### src/hdl/spfc_pkg.sv
/*
 constants for the self-programming flash control block: register offsets,
 control field positions, reset values and command windows.
 assumes a 32-bit classic wishbone bus with byte addresses and a 100 MHz mclk.
*/
package spfc_pkg;
   localparam int WB_AW = 8;
   localparam int WB_DW = 32;
   // register byte offsets
   localparam logic [WB_AW-1:0] OFS_CTRL    = 8'h00;
   localparam logic [WB_AW-1:0] OFS_LOWDATA = 8'h04;
   localparam logic [WB_AW-1:0] OFS_HIDATA  = 8'h08;
   localparam logic [WB_AW-1:0] OFS_POINTER = 8'h0c;
   localparam logic [WB_AW-1:0] OFS_IRQSTAT = 8'h10;
   localparam logic [WB_AW-1:0] OFS_IRQMASK = 8'h14;
   localparam logic [WB_AW-1:0] OFS_LOCKS   = 8'h18;
   // control register fields
   localparam int CTL_READY_IE = 7;
   localparam int CTL_BUSY     = 6;
   localparam int CTL_RESV     = 5;
   localparam int CTL_READ_EN  = 4;
   localparam int CTL_LOCK_SET = 3;
   localparam int CTL_PAGE_WR  = 2;
   localparam int CTL_PAGE_ER  = 1;
   localparam int CTL_CMD_EN   = 0;
   localparam logic [7:0] CTRL_RESET = 8'h00;
   // lock byte: boot lock bits sit in bits 5:2, others read as one
   localparam int LOCK_LO = 2;
   localparam int LOCK_HI = 5;
   localparam logic [3:0] LOCK_RESET = 4'hf;
   // irq status bits
   localparam int EV_DONE    = 0;
   localparam int EV_TIMEOUT = 1;
   localparam int EV_ABORT   = 2;
   localparam int EV_W       = 3;
   // command windows in core clock cycles
   localparam int STORE_WINDOW = 4;
   localparam int LOAD_WINDOW  = 3;
   localparam int AGE_W        = 3;
   localparam logic [15:0] APP_VECTOR = 16'h0000;
   typedef enum logic [2:0] {
      ST_IDLE  = 3'b001,
      ST_ARMED = 3'b010,
      ST_PROG  = 3'b100
   } spfc_state_t;
endpackage : spfc_pkg

### src/hdl/spfc_top.sv
/*
 self-programming flash control: control register, command arming, section busy
 tracking, boot lock bits, lock/fuse readback, interrupts and reset vector choice.
 assumes a classic wishbone master, store/load op pulses from the core and fuses
 that are stable inputs.
*/
`timescale 1ns/1ps
`default_nettype none
module spfc_top #(
   parameter int          PROG_CYCLES = 16,
   parameter logic [15:0] BOOT_VECTOR = 16'h0c00,
   parameter logic [15:0] SECTION_END = 16'h1800
) (
   input  wire logic                      mclk,
   input  wire logic                      reset,
   input  wire logic                      wbCyc,
   input  wire logic                      wbStb,
   input  wire logic                      wbWe,
   input  wire logic [spfc_pkg::WB_AW-1:0] wbAdr,
   input  wire logic [3:0]                wbSel,
   input  wire logic [spfc_pkg::WB_DW-1:0] wbDatIn,
   output logic [spfc_pkg::WB_DW-1:0]     wbDatOut,
   output logic                           wbAck,
   input  wire logic                      storeOp,
   input  wire logic                      loadOp,
   input  wire logic                      globalIrqEnable,
   input  wire logic                      bootResetFuse,
   input  wire logic [7:0]                fuseByte,
   output logic [7:0]                     loadData,
   output logic                           loadValid,
   output logic                           pageWriteStart,
   output logic                           pageEraseStart,
   output logic                           bufferLoad,
   output logic                           bufferDiscard,
   output logic                           sectionAccessEnable,
   output logic [15:0]                    resetVector,
   output logic                           irq
);
   import spfc_pkg::*;

   spfc_state_t      state_r, state_nxt;
   logic [4:0]       cmd_r, cmd_nxt;
   logic             readyIe_r, readyIe_nxt, busy_r, busy_nxt, loading_r, loading_nxt;
   logic [3:0]       lock_r, lock_nxt;
   logic [7:0]       lowData_r, lowData_nxt, highData_r, highData_nxt;
   logic [15:0]      pointer_r, pointer_nxt, vector_r, vector_nxt;
   logic [EV_W-1:0]  stat_r, stat_nxt, mask_r, mask_nxt, events;
   logic [7:0]       load_r, load_nxt;
   logic             loadV_r, loadV_nxt, wr_r, wr_nxt, er_r, er_nxt, bl_r, bl_nxt, bd_r, bd_nxt;
   logic             ack_r, ack_nxt, vecDone_r, vecDone_nxt;
   logic [WB_DW-1:0] dat_r, dat_nxt;
   logic             wbWrite, ctrlWrite, armStart, armStop, armOpen, progStart, progBusy, progDone;
   logic [AGE_W-1:0] armAge;
   logic [7:0]       ctrlRead;

   // wishbone write takes effect on the edge that carries ack
   assign wbWrite   = wbCyc & wbStb & wbWe & ack_r & wbSel[0];
   assign ctrlWrite = wbWrite & (wbAdr == OFS_CTRL);
   assign ctrlRead  = {readyIe_r, busy_r, 1'b0, cmd_r};

   // only the boot lock bits exist, the rest read as one
   function automatic logic [7:0] lockByte(input logic [3:0] locks);
      lockByte = {2'b11, locks, 2'b11};
   endfunction : lockByte

   // bus slave: one wait state, zero for unmapped addresses
   always_comb begin
      ack_nxt = wbCyc & wbStb & ~ack_r;
      dat_nxt = dat_r;
      if (wbCyc & wbStb & ~ack_r) begin
         unique case (wbAdr)
            OFS_CTRL:    dat_nxt = {24'h000000, ctrlRead};
            OFS_LOWDATA: dat_nxt = {24'h000000, lowData_r};
            OFS_HIDATA:  dat_nxt = {24'h000000, highData_r};
            OFS_POINTER: dat_nxt = {16'h0000, pointer_r};
            OFS_IRQSTAT: dat_nxt = {29'h0, stat_r};
            OFS_IRQMASK: dat_nxt = {29'h0, mask_r};
            OFS_LOCKS:   dat_nxt = {24'h000000, lockByte(lock_r)};
            default:     dat_nxt = '0;
         endcase
      end
   end

   // command sequencer
   always_comb begin
      state_nxt    = state_r;
      cmd_nxt      = cmd_r;
      readyIe_nxt  = readyIe_r;
      busy_nxt     = busy_r;
      loading_nxt  = loading_r;
      lock_nxt     = lock_r;
      load_nxt     = load_r;
      loadV_nxt    = 1'b0;
      wr_nxt       = 1'b0;
      er_nxt       = 1'b0;
      bl_nxt       = 1'b0;
      bd_nxt       = 1'b0;
      armStart     = 1'b0;
      armStop      = 1'b0;
      progStart    = 1'b0;
      events       = '0;
      if (ctrlWrite) readyIe_nxt = wbDatIn[CTL_READY_IE];
      // read-enable write aborts a buffer load
      if (ctrlWrite && wbDatIn[CTL_READ_EN] && loading_r) begin
         loading_nxt        = 1'b0;
         bd_nxt             = 1'b1;
         events[EV_ABORT]   = 1'b1;
      end
      unique case (state_r)
         ST_IDLE, ST_ARMED: begin
            if (ctrlWrite && wbDatIn[CTL_CMD_EN]) begin
               cmd_nxt   = wbDatIn[4:0];
               state_nxt = ST_ARMED;
               armStart  = 1'b1;
            end else if (state_r == ST_ARMED && armOpen && storeOp) begin
               armStop = 1'b1;
               cmd_nxt = '0;
               state_nxt = ST_IDLE;
               if (cmd_r[CTL_READ_EN]) begin
                  busy_nxt = 1'b0;
               end else if (cmd_r[CTL_LOCK_SET]) begin
                  // zero data bits program boot locks
                  lock_nxt  = lock_r & lowData_r[LOCK_HI:LOCK_LO];
                  cmd_nxt   = cmd_r;
                  state_nxt = ST_PROG;
                  progStart = 1'b1;
               end else if (cmd_r[CTL_PAGE_WR] | cmd_r[CTL_PAGE_ER]) begin
                  wr_nxt    = cmd_r[CTL_PAGE_WR];
                  er_nxt    = cmd_r[CTL_PAGE_ER] & ~cmd_r[CTL_PAGE_WR];
                  // busy when target is the section
                  if (pointer_r < SECTION_END) busy_nxt = 1'b1;
                  if (cmd_r[CTL_PAGE_WR]) loading_nxt = 1'b0;
                  cmd_nxt   = cmd_r;
                  state_nxt = ST_PROG;
                  progStart = 1'b1;
               end else begin
                  bl_nxt      = 1'b1;
                  loading_nxt = 1'b1;
                  busy_nxt    = 1'b0;
               end
            end else if (state_r == ST_ARMED && !armOpen) begin
               // no store op in the window: disarm all
               cmd_nxt            = '0;
               state_nxt          = ST_IDLE;
               events[EV_TIMEOUT] = 1'b1;
            end
         end
         ST_PROG: begin
            if (progDone) begin
               cmd_nxt         = '0;
               state_nxt       = ST_IDLE;
               events[EV_DONE] = 1'b1;
            end
         end
      endcase
      // lock or fuse readback inside three cycles
      if (loadOp && state_r == ST_ARMED && armOpen && cmd_r[CTL_LOCK_SET]
          && armAge < AGE_W'(LOAD_WINDOW)) begin
         load_nxt  = pointer_r[0] ? lockByte(lock_r) : fuseByte;
         loadV_nxt = 1'b1;
      end
   end

   // data registers, interrupt status and mask, reset vector capture
   always_comb begin
      lowData_nxt  = lowData_r;
      highData_nxt = highData_r;
      pointer_nxt  = pointer_r;
      mask_nxt     = mask_r;
      stat_nxt     = stat_r;
      vector_nxt   = vector_r;
      vecDone_nxt  = 1'b1;
      if (wbWrite && wbAdr == OFS_LOWDATA) lowData_nxt = wbDatIn[7:0];
      if (wbWrite && wbAdr == OFS_HIDATA)  highData_nxt = wbDatIn[7:0];
      if (wbWrite && wbAdr == OFS_POINTER) pointer_nxt = {wbSel[1] ? wbDatIn[15:8] : pointer_r[15:8], wbDatIn[7:0]};
      if (wbWrite && wbAdr == OFS_IRQMASK) mask_nxt = wbDatIn[EV_W-1:0];
      // write one clears, a new event wins
      if (wbWrite && wbAdr == OFS_IRQSTAT) stat_nxt = stat_r & ~wbDatIn[EV_W-1:0];
      stat_nxt = stat_nxt | events;
      // pick the reset vector from the fuse after reset
      if (!vecDone_r) vector_nxt = bootResetFuse ? APP_VECTOR : BOOT_VECTOR;
   end

   always_ff @(posedge mclk) begin
      if (reset) begin
         state_r    <= ST_IDLE;
         cmd_r      <= CTRL_RESET[4:0];
         readyIe_r  <= CTRL_RESET[CTL_READY_IE];
         busy_r     <= CTRL_RESET[CTL_BUSY];
         loading_r  <= 1'b0;
         lock_r     <= LOCK_RESET;
         load_r     <= 8'h00;
         loadV_r    <= 1'b0;
         wr_r       <= 1'b0;
         er_r       <= 1'b0;
         bl_r       <= 1'b0;
         bd_r       <= 1'b0;
         ack_r      <= 1'b0;
         dat_r      <= '0;
         lowData_r  <= 8'h00;
         highData_r <= 8'h00;
         pointer_r  <= 16'h0000;
         stat_r     <= '0;
         mask_r     <= '0;
         vector_r   <= APP_VECTOR;
         vecDone_r  <= 1'b0;
      end else begin
         state_r    <= state_nxt;
         cmd_r      <= cmd_nxt;
         readyIe_r  <= readyIe_nxt;
         busy_r     <= busy_nxt;
         loading_r  <= loading_nxt;
         lock_r     <= lock_nxt;
         load_r     <= load_nxt;
         loadV_r    <= loadV_nxt;
         wr_r       <= wr_nxt;
         er_r       <= er_nxt;
         bl_r       <= bl_nxt;
         bd_r       <= bd_nxt;
         ack_r      <= ack_nxt;
         dat_r      <= dat_nxt;
         lowData_r  <= lowData_nxt;
         highData_r <= highData_nxt;
         pointer_r  <= pointer_nxt;
         stat_r     <= stat_nxt;
         mask_r     <= mask_nxt;
         vector_r   <= vector_nxt;
         vecDone_r  <= vecDone_nxt;
      end
   end

   spfc_arm_window #(.WINDOW(STORE_WINDOW)) armWin (
      .mclk   (mclk),
      .reset  (reset),
      .start  (armStart),
      .stop   (armStop),
      .isOpen (armOpen),
      .age    (armAge)
   );

   spfc_prog_timer #(.CYCLES(PROG_CYCLES)) progTimer (
      .mclk  (mclk),
      .reset (reset),
      .start (progStart),
      .busy  (progBusy),
      .done  (progDone)
   );

   assign wbAck          = ack_r;
   assign wbDatOut       = dat_r;
   assign loadData       = load_r;
   assign loadValid      = loadV_r;
   assign pageWriteStart = wr_r;
   assign pageEraseStart = er_r;
   assign bufferLoad     = bl_r;
   assign bufferDiscard  = bd_r;
   assign resetVector    = vector_r;
   assign sectionAccessEnable = ~busy_r;
   // ready request plus masked sticky events
   assign irq = (readyIe_r & globalIrqEnable & ~cmd_r[CTL_CMD_EN]) | (|(stat_r & mask_r));

   // checks
   busy_set_a: assert property (@(posedge mclk) disable iff (reset)
      storeOp && state_r == ST_ARMED && armOpen && !ctrlWrite && cmd_r == 5'b00101
      && pointer_r < SECTION_END |=> busy_r && !sectionAccessEnable)
      else $error("section busy not set by page write");
   ready_irq_a: assert property (@(posedge mclk) disable iff (reset)
      readyIe_r && globalIrqEnable && !cmd_r[CTL_CMD_EN] |-> irq)
      else $error("ready interrupt missing");
   resv_zero_a: assert property (@(posedge mclk) disable iff (reset)
      wbAck && wbAdr == OFS_CTRL && !wbWe |-> wbDatOut[CTL_RESV] == 1'b0)
      else $error("reserved control bit read as one");
   prog_hold_a: assert property (@(posedge mclk) disable iff (reset)
      state_r == ST_PROG && !progDone |=> $stable(cmd_r) && cmd_r[CTL_CMD_EN])
      else $error("command bits changed while programming");
   prog_timer_a: assert property (@(posedge mclk) disable iff (reset)
      state_r == ST_PROG |-> progBusy || progDone)
      else $error("programming state without running timer");
   arm_expire_a: assert property (@(posedge mclk) disable iff (reset)
      armStart ##1 (!storeOp && !ctrlWrite) [*5] |=> state_r == ST_IDLE && cmd_r == 5'b00000)
      else $error("armed command outlived its window");
   lock_prog_a: assert property (@(posedge mclk) disable iff (reset)
      storeOp && state_r == ST_ARMED && armOpen && !ctrlWrite && cmd_r == 5'b01001
      |=> lock_r == ($past(lock_r) & $past(lowData_r[LOCK_HI:LOCK_LO])) ##[1:300] state_r == ST_IDLE)
      else $error("boot lock programming wrong");
   read_back_a: assert property (@(posedge mclk) disable iff (reset)
      loadOp && state_r == ST_ARMED && cmd_r[CTL_LOCK_SET] && armAge < AGE_W'(LOAD_WINDOW)
      && armOpen |=> loadValid && loadData == ($past(pointer_r[0]) ? lockByte($past(lock_r)) : $past(fuseByte)))
      else $error("lock or fuse readback wrong");
   load_abort_a: assert property (@(posedge mclk) disable iff (reset)
      ctrlWrite && wbDatIn[CTL_READ_EN] && loading_r |=> bufferDiscard && !loading_r)
      else $error("buffer load not aborted");
   rww_enable_a: assert property (@(posedge mclk) disable iff (reset)
      storeOp && state_r == ST_ARMED && armOpen && !ctrlWrite && cmd_r == 5'b10001
      |=> sectionAccessEnable)
      else $error("section not re-enabled");
   vector_a: assert property (@(posedge mclk) disable iff (reset)
      !vecDone_r |=> resetVector == ($past(bootResetFuse) ? APP_VECTOR : BOOT_VECTOR))
      else $error("reset vector wrong");
   page_write_c: cover property (@(posedge mclk) disable iff (reset) pageWriteStart ##[1:300] progDone);
   lock_set_c:   cover property (@(posedge mclk) disable iff (reset) state_r == ST_PROG && cmd_r[CTL_LOCK_SET]);
   timeout_c:    cover property (@(posedge mclk) disable iff (reset) events[EV_TIMEOUT]);
endmodule : spfc_top
`default_nettype wire

### src/hdl/spfc_arm_window.sv
/*
 counts the cycles since a command was armed and says whether the window is open.
 assumes start and stop are single-cycle pulses in the mclk domain.
*/
`timescale 1ns/1ps
`default_nettype none
module spfc_arm_window #(
   parameter int WINDOW = spfc_pkg::STORE_WINDOW
) (
   input  wire logic                       mclk,
   input  wire logic                       reset,
   input  wire logic                       start,
   input  wire logic                       stop,
   output logic                            isOpen,
   output logic [spfc_pkg::AGE_W-1:0]      age
);
   import spfc_pkg::*;
   logic              open_r, open_nxt;
   logic [AGE_W-1:0]  age_r, age_nxt;

   // restart on start, close on stop or when the window runs out
   always_comb begin
      open_nxt = open_r;
      age_nxt  = age_r;
      if (start) begin
         open_nxt = 1'b1;
         age_nxt  = '0;
      end else if (stop) begin
         open_nxt = 1'b0;
      end else if (open_r) begin
         age_nxt = age_r + 1'b1;
         if (age_r == AGE_W'(WINDOW - 1)) open_nxt = 1'b0;
      end
   end

   always_ff @(posedge mclk) begin
      if (reset) begin
         open_r <= 1'b0;
         age_r  <= '0;
      end else begin
         open_r <= open_nxt;
         age_r  <= age_nxt;
      end
   end

   assign isOpen = open_r;
   assign age    = age_r;
endmodule : spfc_arm_window
`default_nettype wire

### src/hdl/spfc_prog_timer.sv
/*
 stands in for the flash array's programming time: busy for a fixed count.
 assumes start is a single-cycle pulse that only comes while idle.
*/
`timescale 1ns/1ps
`default_nettype none
module spfc_prog_timer #(
   parameter int CYCLES = 16
) (
   input  wire logic mclk,
   input  wire logic reset,
   input  wire logic start,
   output logic      busy,
   output logic      done
);
   logic [15:0] cnt_r, cnt_nxt;
   logic        done_r, done_nxt;

   // count down, pulse done in the cycle after the last busy cycle
   always_comb begin
      cnt_nxt  = cnt_r;
      done_nxt = 1'b0;
      if (start) cnt_nxt = 16'(CYCLES);
      else if (cnt_r != 16'h0000) begin
         cnt_nxt  = cnt_r - 16'h0001;
         done_nxt = (cnt_r == 16'h0001);
      end
   end

   always_ff @(posedge mclk) begin
      if (reset) begin
         cnt_r  <= 16'h0000;
         done_r <= 1'b0;
      end else begin
         cnt_r  <= cnt_nxt;
         done_r <= done_nxt;
      end
   end

   assign busy = (cnt_r != 16'h0000);
   assign done = done_r;
endmodule : spfc_prog_timer
`default_nettype wire

### config.mk
export PLATFORM = sky130hd
export DESIGN_NAME = spfc_top
export DESIGN_NICKNAME = d
export VERILOG_FILES = /design/src/hdl/spfc_pkg.sv /design/src/hdl/spfc_top.sv /design/src/hdl/spfc_arm_window.sv /design/src/hdl/spfc_prog_timer.sv
export SDC_FILE = /design/constraint.sdc
export NUM_CORES = 1
export LEC_CHECK = 0
export BUFFER_PORTS_ARGS = -buffer_cell sky130_fd_sc_hd__buf_2
export CAP_MARGIN = 10
export CELL_PAD_IN_SITES_DETAIL_PLACEMENT = 0
export CELL_PAD_IN_SITES_GLOBAL_PLACEMENT = 1
export CORE_MARGIN = 2
export CORE_UTILIZATION = 36
export DETAILED_ROUTE_END_ITERATION = 8
export PLACE_DENSITY_LB_ADDON = 0.05
export SYNTH_ARGS = -nofsm -noshare
export SYNTH_HDL_FRONTEND = slang
export SYNTH_SLANG_ARGS = --single-unit
### constraint.sdc
create_clock -name mclk -period 2 [get_ports mclk]
set_input_delay 0.5 -clock mclk [delete_from_list [all_inputs] [get_ports mclk]]
set_output_delay 0.5 -clock mclk [all_outputs]
set_load 0.02 [all_outputs]
# Yosys cells after proc, flatten, opt, wreduce, memory -nomap -nowiden

Index checks and enable logic that the tools add are counted.

Magnitude comparators: 2
Divide/modulo/power cells: 0
Bitwise operators: 27
Reductions and logical operators: 32
Equal/unequal tests: 17
Shift operators: 0
Multipliers: 0
Multiplexer cells: 59
Add/subtract/negate cells: 2

Operator list:

| cell                                                                    | number |
|---|---|
| 16-bit case mux with 7 select lines                                     | 1 |
| 1-bit 2-to-1 mux                                                        | 37 |
| 5-bit 2-to-1 mux                                                        | 6 |
| 3-bit 2-to-1 mux                                                        | 9 |
| 8-bit by 5-bit == test with 1-bit output (second input constant)        | 3 |
| 16-bit by 1-bit == test with 1-bit output (second input constant)       | 1 |
| 8-bit by 4-bit == test with 1-bit output (second input constant)        | 2 |
| 16-bit by 13-bit < comparator with 1-bit output (second input constant) | 1 |
| 16-bit nonzero test                                                     | 1 |
| 16-bit by 1-bit subtractor with 16-bit output (second input constant)   | 1 |
| 1-bit logical AND                                                       | 15 |
| 12-bit 2-to-1 mux                                                       | 1 |
| 1-bit NOT                                                               | 11 |
| 5-bit inequality test (second input constant)                           | 2 |
| 5-bit case mux with 2 select lines                                      | 1 |
| 5-bit AND reduction                                                     | 2 |
| 1-bit bitwise AND                                                       | 9 |
| 8-bit by 3-bit == test with 1-bit output (second input constant)        | 1 |
| 8-bit zero test                                                         | 1 |
| 4-bit 2-to-1 mux                                                        | 2 |
| 8-bit 2-to-1 mux                                                        | 1 |
| 7-bit OR reduction                                                      | 1 |
| 3-bit bitwise AND                                                       | 2 |
| 3-bit by 2-bit == test with 1-bit output (second input constant)        | 2 |
| 19 further kinds                                                        | 26 |

Output and inout port bits: 64
ROM bits: 0
Logic and storage cells: 167
Input bits: 61
Bits in registers: 137
Bits in latches: 0
RAM bits: 0
Memories: 0

# Longest topological paths before layout

Word-level depth: 15
Gate-level depth with buffers: 7
Depth with buffers taken out: 5

# Modules after synthesis

A second synthesis with hierarchy kept.

Cell total of the unflattened synthesis: 616
Area total of the unflattened synthesis: 5270.1 µm²

Modules (own cells, without submodules):

| module          | sequential area each (µm²) | area an instance (µm²) | cells each | instances |
|---|---|---|---|---|
| spfc_top        | 1701.6                     | 4166.5                 | 493        | 1 |
| spfc_prog_timer | 340.3                      | 918.4                  | 106        | 1 |
| spfc_arm_window | 80.1                       | 185.2                  | 17         | 1 |

# Least setup slack after synthesis

No wires, ideal clock.

Path type: input -> register
From: in wbAdr[5] (netlist name)
To: reg armWin.open_r (netlist: armWin.isOpen)
Buffers on the path: 0
Library setup time: 0.067 ns
Data required time: 1.933 ns
Slack: 0.001 ns
Arrival: 1.931 ns
Cell stages on the path: 4
Cell sequence: or4_4 or4_4 a21o_1 a21oi_2

Cells in the longest elaborated chain, start to end: 7
Elaborated cells between the ends (all ways): 9
Those cells by class: 6 x mux; 1 x bitwise; 2 x reduce/logical

Ends and longest elaborated chain:

| item                  | RTL line              | RTL |
|---|---|---|
| from (decl)           | spfc_top.sv:19        | `input wire logic [spfc_pkg::WB_AW-1:0] wbAdr,` |
| 8-bit zero test (*)   | spfc_top.sv:58        | `assign ctrlWrite = wbWrite & (wbAdr == OFS_CTRL);` |
| 1-bit bitwise AND (*) | spfc_top.sv:58        |  |
| 1-bit logical AND (*) | spfc_top.sv:111       | `if (ctrlWrite && wbDatIn[CTL_CMD_EN]) begin` |
| 1-bit 2-to-1 mux      | spfc_top.sv:111       |  |
| 1-bit 2-to-1 mux      | spfc_top.sv:109       | `unique case (state_r)` |
| 1-bit 2-to-1 mux      | spfc_arm_window.sv:28 | `end else if (stop) begin` |
| 1-bit 2-to-1 mux (*)  | spfc_arm_window.sv:25 | `if (start) begin` |
| to (signal assigned)  | spfc_arm_window.sv:41 | `open_r <= open_nxt;` |
| to (decl)             | spfc_arm_window.sv:18 | `logic open_r, open_nxt;` |

Mark *: on every way between the ends. The rest lies on a longest branch, timed or not.
A chain may end at the register's enable or synchronous reset.

# Final worst setup path

From: reg stat_r[2]
To: out irq

Cells in the longest elaborated chain, start to end: 3

Ends and longest elaborated chain:

| item                   | RTL line        | RTL |
|---|---|---|
| from (decl)            | spfc_top.sv:47  | `logic [EV_W-1:0] stat_r, stat_nxt, mask_r, mask_nxt, events;` |
| from (signal assigned) | spfc_top.sv:225 | `stat_r <= stat_nxt;` |
| 3-bit bitwise AND      | spfc_top.sv:260 | `assign irq = (readyIe_r & globalIrqEnable & ~cmd_r[CTL_CMD_EN]) \| (\|(stat_r & mask_r));` |
| 3-bit OR reduction     | spfc_top.sv:260 |  |
| 1-bit OR               | spfc_top.sv:260 |  |
| to (decl)              | spfc_top.sv:37  | `output logic irq` |

Every way passes these cells.

==> results.cfg <==
[power]
leakage_power_total_nw = 2.62
cell_internal_pwr_mw = 4.05
irDropWorstVdd_mv = 0.487
seq_power_share = 0.396
combPwrFrac = 0.317
share_clk_of_total_power = 0.287
pwr_density_cell_nw_per_um2 = 963
p_sw_frac = 0.344
total_power_mw = 6.18
total_switching_power_mw = 2.12

[global_routing]
grt_pass1_vias = 4809
grt_pass1_wl_um = 25100
overall_global_routing_usage = 0.197
grt_max_degree = 56
grt-ovfl-total = 0
grt_antenna_before_repair = 0

[run_status]
run_status = finished, final reports clean

[clocking]
cts_post_setup_buffers_inserted = 0
cts_buffers = 9
ctsResizeCount = 0
cts_hold_buf = 0
cts_tree = done
cts_clk_pin_slew_worst_paths_ps = 70
clkSinkCount = 106
cell_at_the_root_of_the_clock_tree = sky130_fd_sc_hd__clkbuf_16
cts_htree_levels = 3
cts_buffer_depth = 2
clk_latency_ps = 360

[synth]
ys_ff_latch = 106
syn-cell-area_um2 = 5300
number_of_instances_in_the_synthesized_netlist = 627
yosysWarnings = 0
sequential_fraction_of_the_synthesis_area = 0.401
ys_dominant_reg_cell = sky130_fd_sc_hd__dfxtp_1
synthTopCellsByArea = sky130_fd_sc_hd__dfxtp_1, sky130_fd_sc_hd__mux2i_1, sky130_fd_sc_hd__buf_4
synth.lib_cells_used.distinct = 64
post-synth-top-area-fraction = 0.401
synth-async-reset-ratio = 0
synth.largest_area_cell = sky130_fd_sc_hd__dfxtp_1
synth_enable_flop_cells = 0
syn-mean-instance-area_um2 = 8.45

[worst_setup_path]
category_of_the_worst_setup_path_capture_point = output pin
start_kind = register
worst-endpoint-required_ps = 1500
type_of_the_setup_path_with_the_least_slack = reg2out
worst-path-max-fanout = 3
timing.critical_path.arrival_ps = 1380

[placed_design]
dp_hpwl_um = 11500
number_of_buffer_cells_added_on_primary_ports = 76
place_inst = 906
gpl.final_weighted_congestion = 0.870
placement.cell_area_um2 = 6130

[drt]
finalWirelength_um = 15400
met2WireLength_um = 7310
drc_errors = 0
top_signal_layer_used = met4
wl_per_cell_um = 16.8
wl_met3_um = 696
drt_iter0_drc = 340
dr_total_vias = 4921
met1Wirelength_um = 7210
postRouteAntennaNets = 0
via_per_inst = 5.35
drt_first_pass_iters = 4

[cells_and_area]
final_net_count = 798
antennaDiodeCount = 0
area_delta_synth_final_pct = 21.1
finalInstanceArea_um2 = 6410
final_instance_count_excl_fillers = 920
layout-drive-gt1-share = 0.246

[timing]
timing_hold_violations_final = 0
setup_repair_after_global_routing_missed_its_margin = false
achievable-frequency_ghz = 0.532
max_slew_violation_count = 0
tns_ps = 0
post_route_worst_hold_slack_ps = 368
finClkSkew_ps = 7.19
setup_viol = 0
post-route-period-util = 0.940
layout_min_cycle_time_ps = 1880

[min_path]
min_path_type = in2reg

[floorplan]
floorplan.rows = 44
floorplan.die_area_um2 = 15700
top_level_ports = 125
start_util = 0.366
core_region_area_um2 = 14500
die_h_um = 125
die_w_um = 125

[job]
drv_cap = 0
[critical path, cell delays in order (launching register included)]
cell and delay (ps):
sky130_fd_sc_hd__dfxtp_1 340, sky130_fd_sc_hd__a222oi_1 410, sky130_fd_sc_hd__nand2_1 100, sky130_fd_sc_hd__buf_2 170
[flip-flops by register name, summed over array words and instances (netlist names), 3 cells and up]
signal	flops
mask_r	3
state_r	3
cmd_r	5
lock_r	4
loadData	8
progTimer.cnt_r	16
wbDatOut	16
stat_r	3
lowData_r	8
pointer_r	16
armWin.age	3
highData_r	8
[placed cells by master (no fill, tap or decap), types with 7 or more instances in the layout]
cell type	synthesis	routed
sky130_fd_sc_hd__inv_1	24	24
sky130_fd_sc_hd__a311oi_1	12	12
sky130_fd_sc_hd__nand3_1	34	34
sky130_fd_sc_hd__a31o_2	10	10
sky130_fd_sc_hd__nand2b_1	8	8
sky130_fd_sc_hd__or4_1	7	7
sky130_fd_sc_hd__mux2i_1	29	29
sky130_fd_sc_hd__buf_4	31	65
sky130_fd_sc_hd__nor3_1	14	14
sky130_fd_sc_hd__o21ai_0	35	35
sky130_fd_sc_hd__dfxtp_1	106	106
sky130_fd_sc_hd__a22oi_1	10	10
sky130_fd_sc_hd__clkbuf_16	0	9
sky130_fd_sc_hd__nor2_1	56	56
sky130_fd_sc_hd__a211oi_1	9	9
sky130_fd_sc_hd__a21oi_1	42	42
sky130_fd_sc_hd__conb_1	1	30
sky130_fd_sc_hd__o31ai_1	12	12
sky130_fd_sc_hd__and2_1	7	7
sky130_fd_sc_hd__buf_2	11	76
sky130_fd_sc_hd__nand2_1	29	29
sky130_fd_sc_hd__nand4_1	11	11
[area by class of cell]
cell class                 count  area (µm²)
multi-input combinational    449        2780
tap                          184         230
clock inverter                 5        56.3
fill                        1501        8070
sequential                   106        2120
inverter                      24        90.1
clock buffer                   9         225
timing repair buffer         143         908
[final timing paths]
path | cells past startpoint | start | slack (ps) | endpoint
max | 3 | stat_r[2] | 120 | irq
min | 2 | wbDatIn[8] | 370 | pointer_r[8]
max reg2reg | 6 | progTimer.cnt_r[0] | 170 | progTimer.cnt_r[13]
min reg2reg | 2 | wbDatOut[2] | 450 | wbDatOut[2]
[power groups by stage]
stage / registers, mW / logic, mW / clock network (mW)
after global placement: 2.48 / 1.84 / 0
final: 2.45 / 1.95 / 1.77
after detailed placement: 2.49 / 1.91 / 0
after CTS: 2.44 / 1.92 / 1.82
after floorplan: 2.43 / 1.34 / 0
after global routing: 2.48 / 2.19 / 1.90
[cell usage after synthesis (all sizes together), types with 6 or more instances]
master,n
dfxtp,106
nor2,56
buf,47
a21oi,44
o21ai,36
nand3,34
clkbuf,30
mux2i,29
nand2,29
inv,24
nor3,15
a311oi,12
o31ai,12
nand4,11
a211oi,10
a22oi,10
a31o,10
nor4,9
or4,9
nand2b,8
and2,7
nand3b,6
nor2b,6
[routing by layer]
metal / GRT usage / vias to the layer above
met5: 0 / -
met4: 0.0438 / 0
met3: 0.0428 / 14
met2: 0.326 / 106
met1: 0.264 / 2353
li1: - / 2448
[cell families (layout without fill, tap and decap cells)]
family                     count (synthesis)  in the layout  share of synthesized area
adders and majority gates                  4              4                    0.00945
and+or+nand+nor                          214            214                      0.219
AOI/OAI and AO/OA                        171            171                      0.217
buffers and inverters                    101            181                     0.0961
muxes                                     30             30                     0.0569
DFF                                      106            106                      0.401
other                                      1             30                   0.000708
[per-stage QoR]
step	utilization	setup slack, ps
final	0.443	121
after global routing	0.443	31.3
after CTS	0.443	52.3
after detailed placement	0.423	-189
after global placement	0.423	-168
after floorplan	-	1.30
No activity file was read; power rests on OpenSTA's default activity.
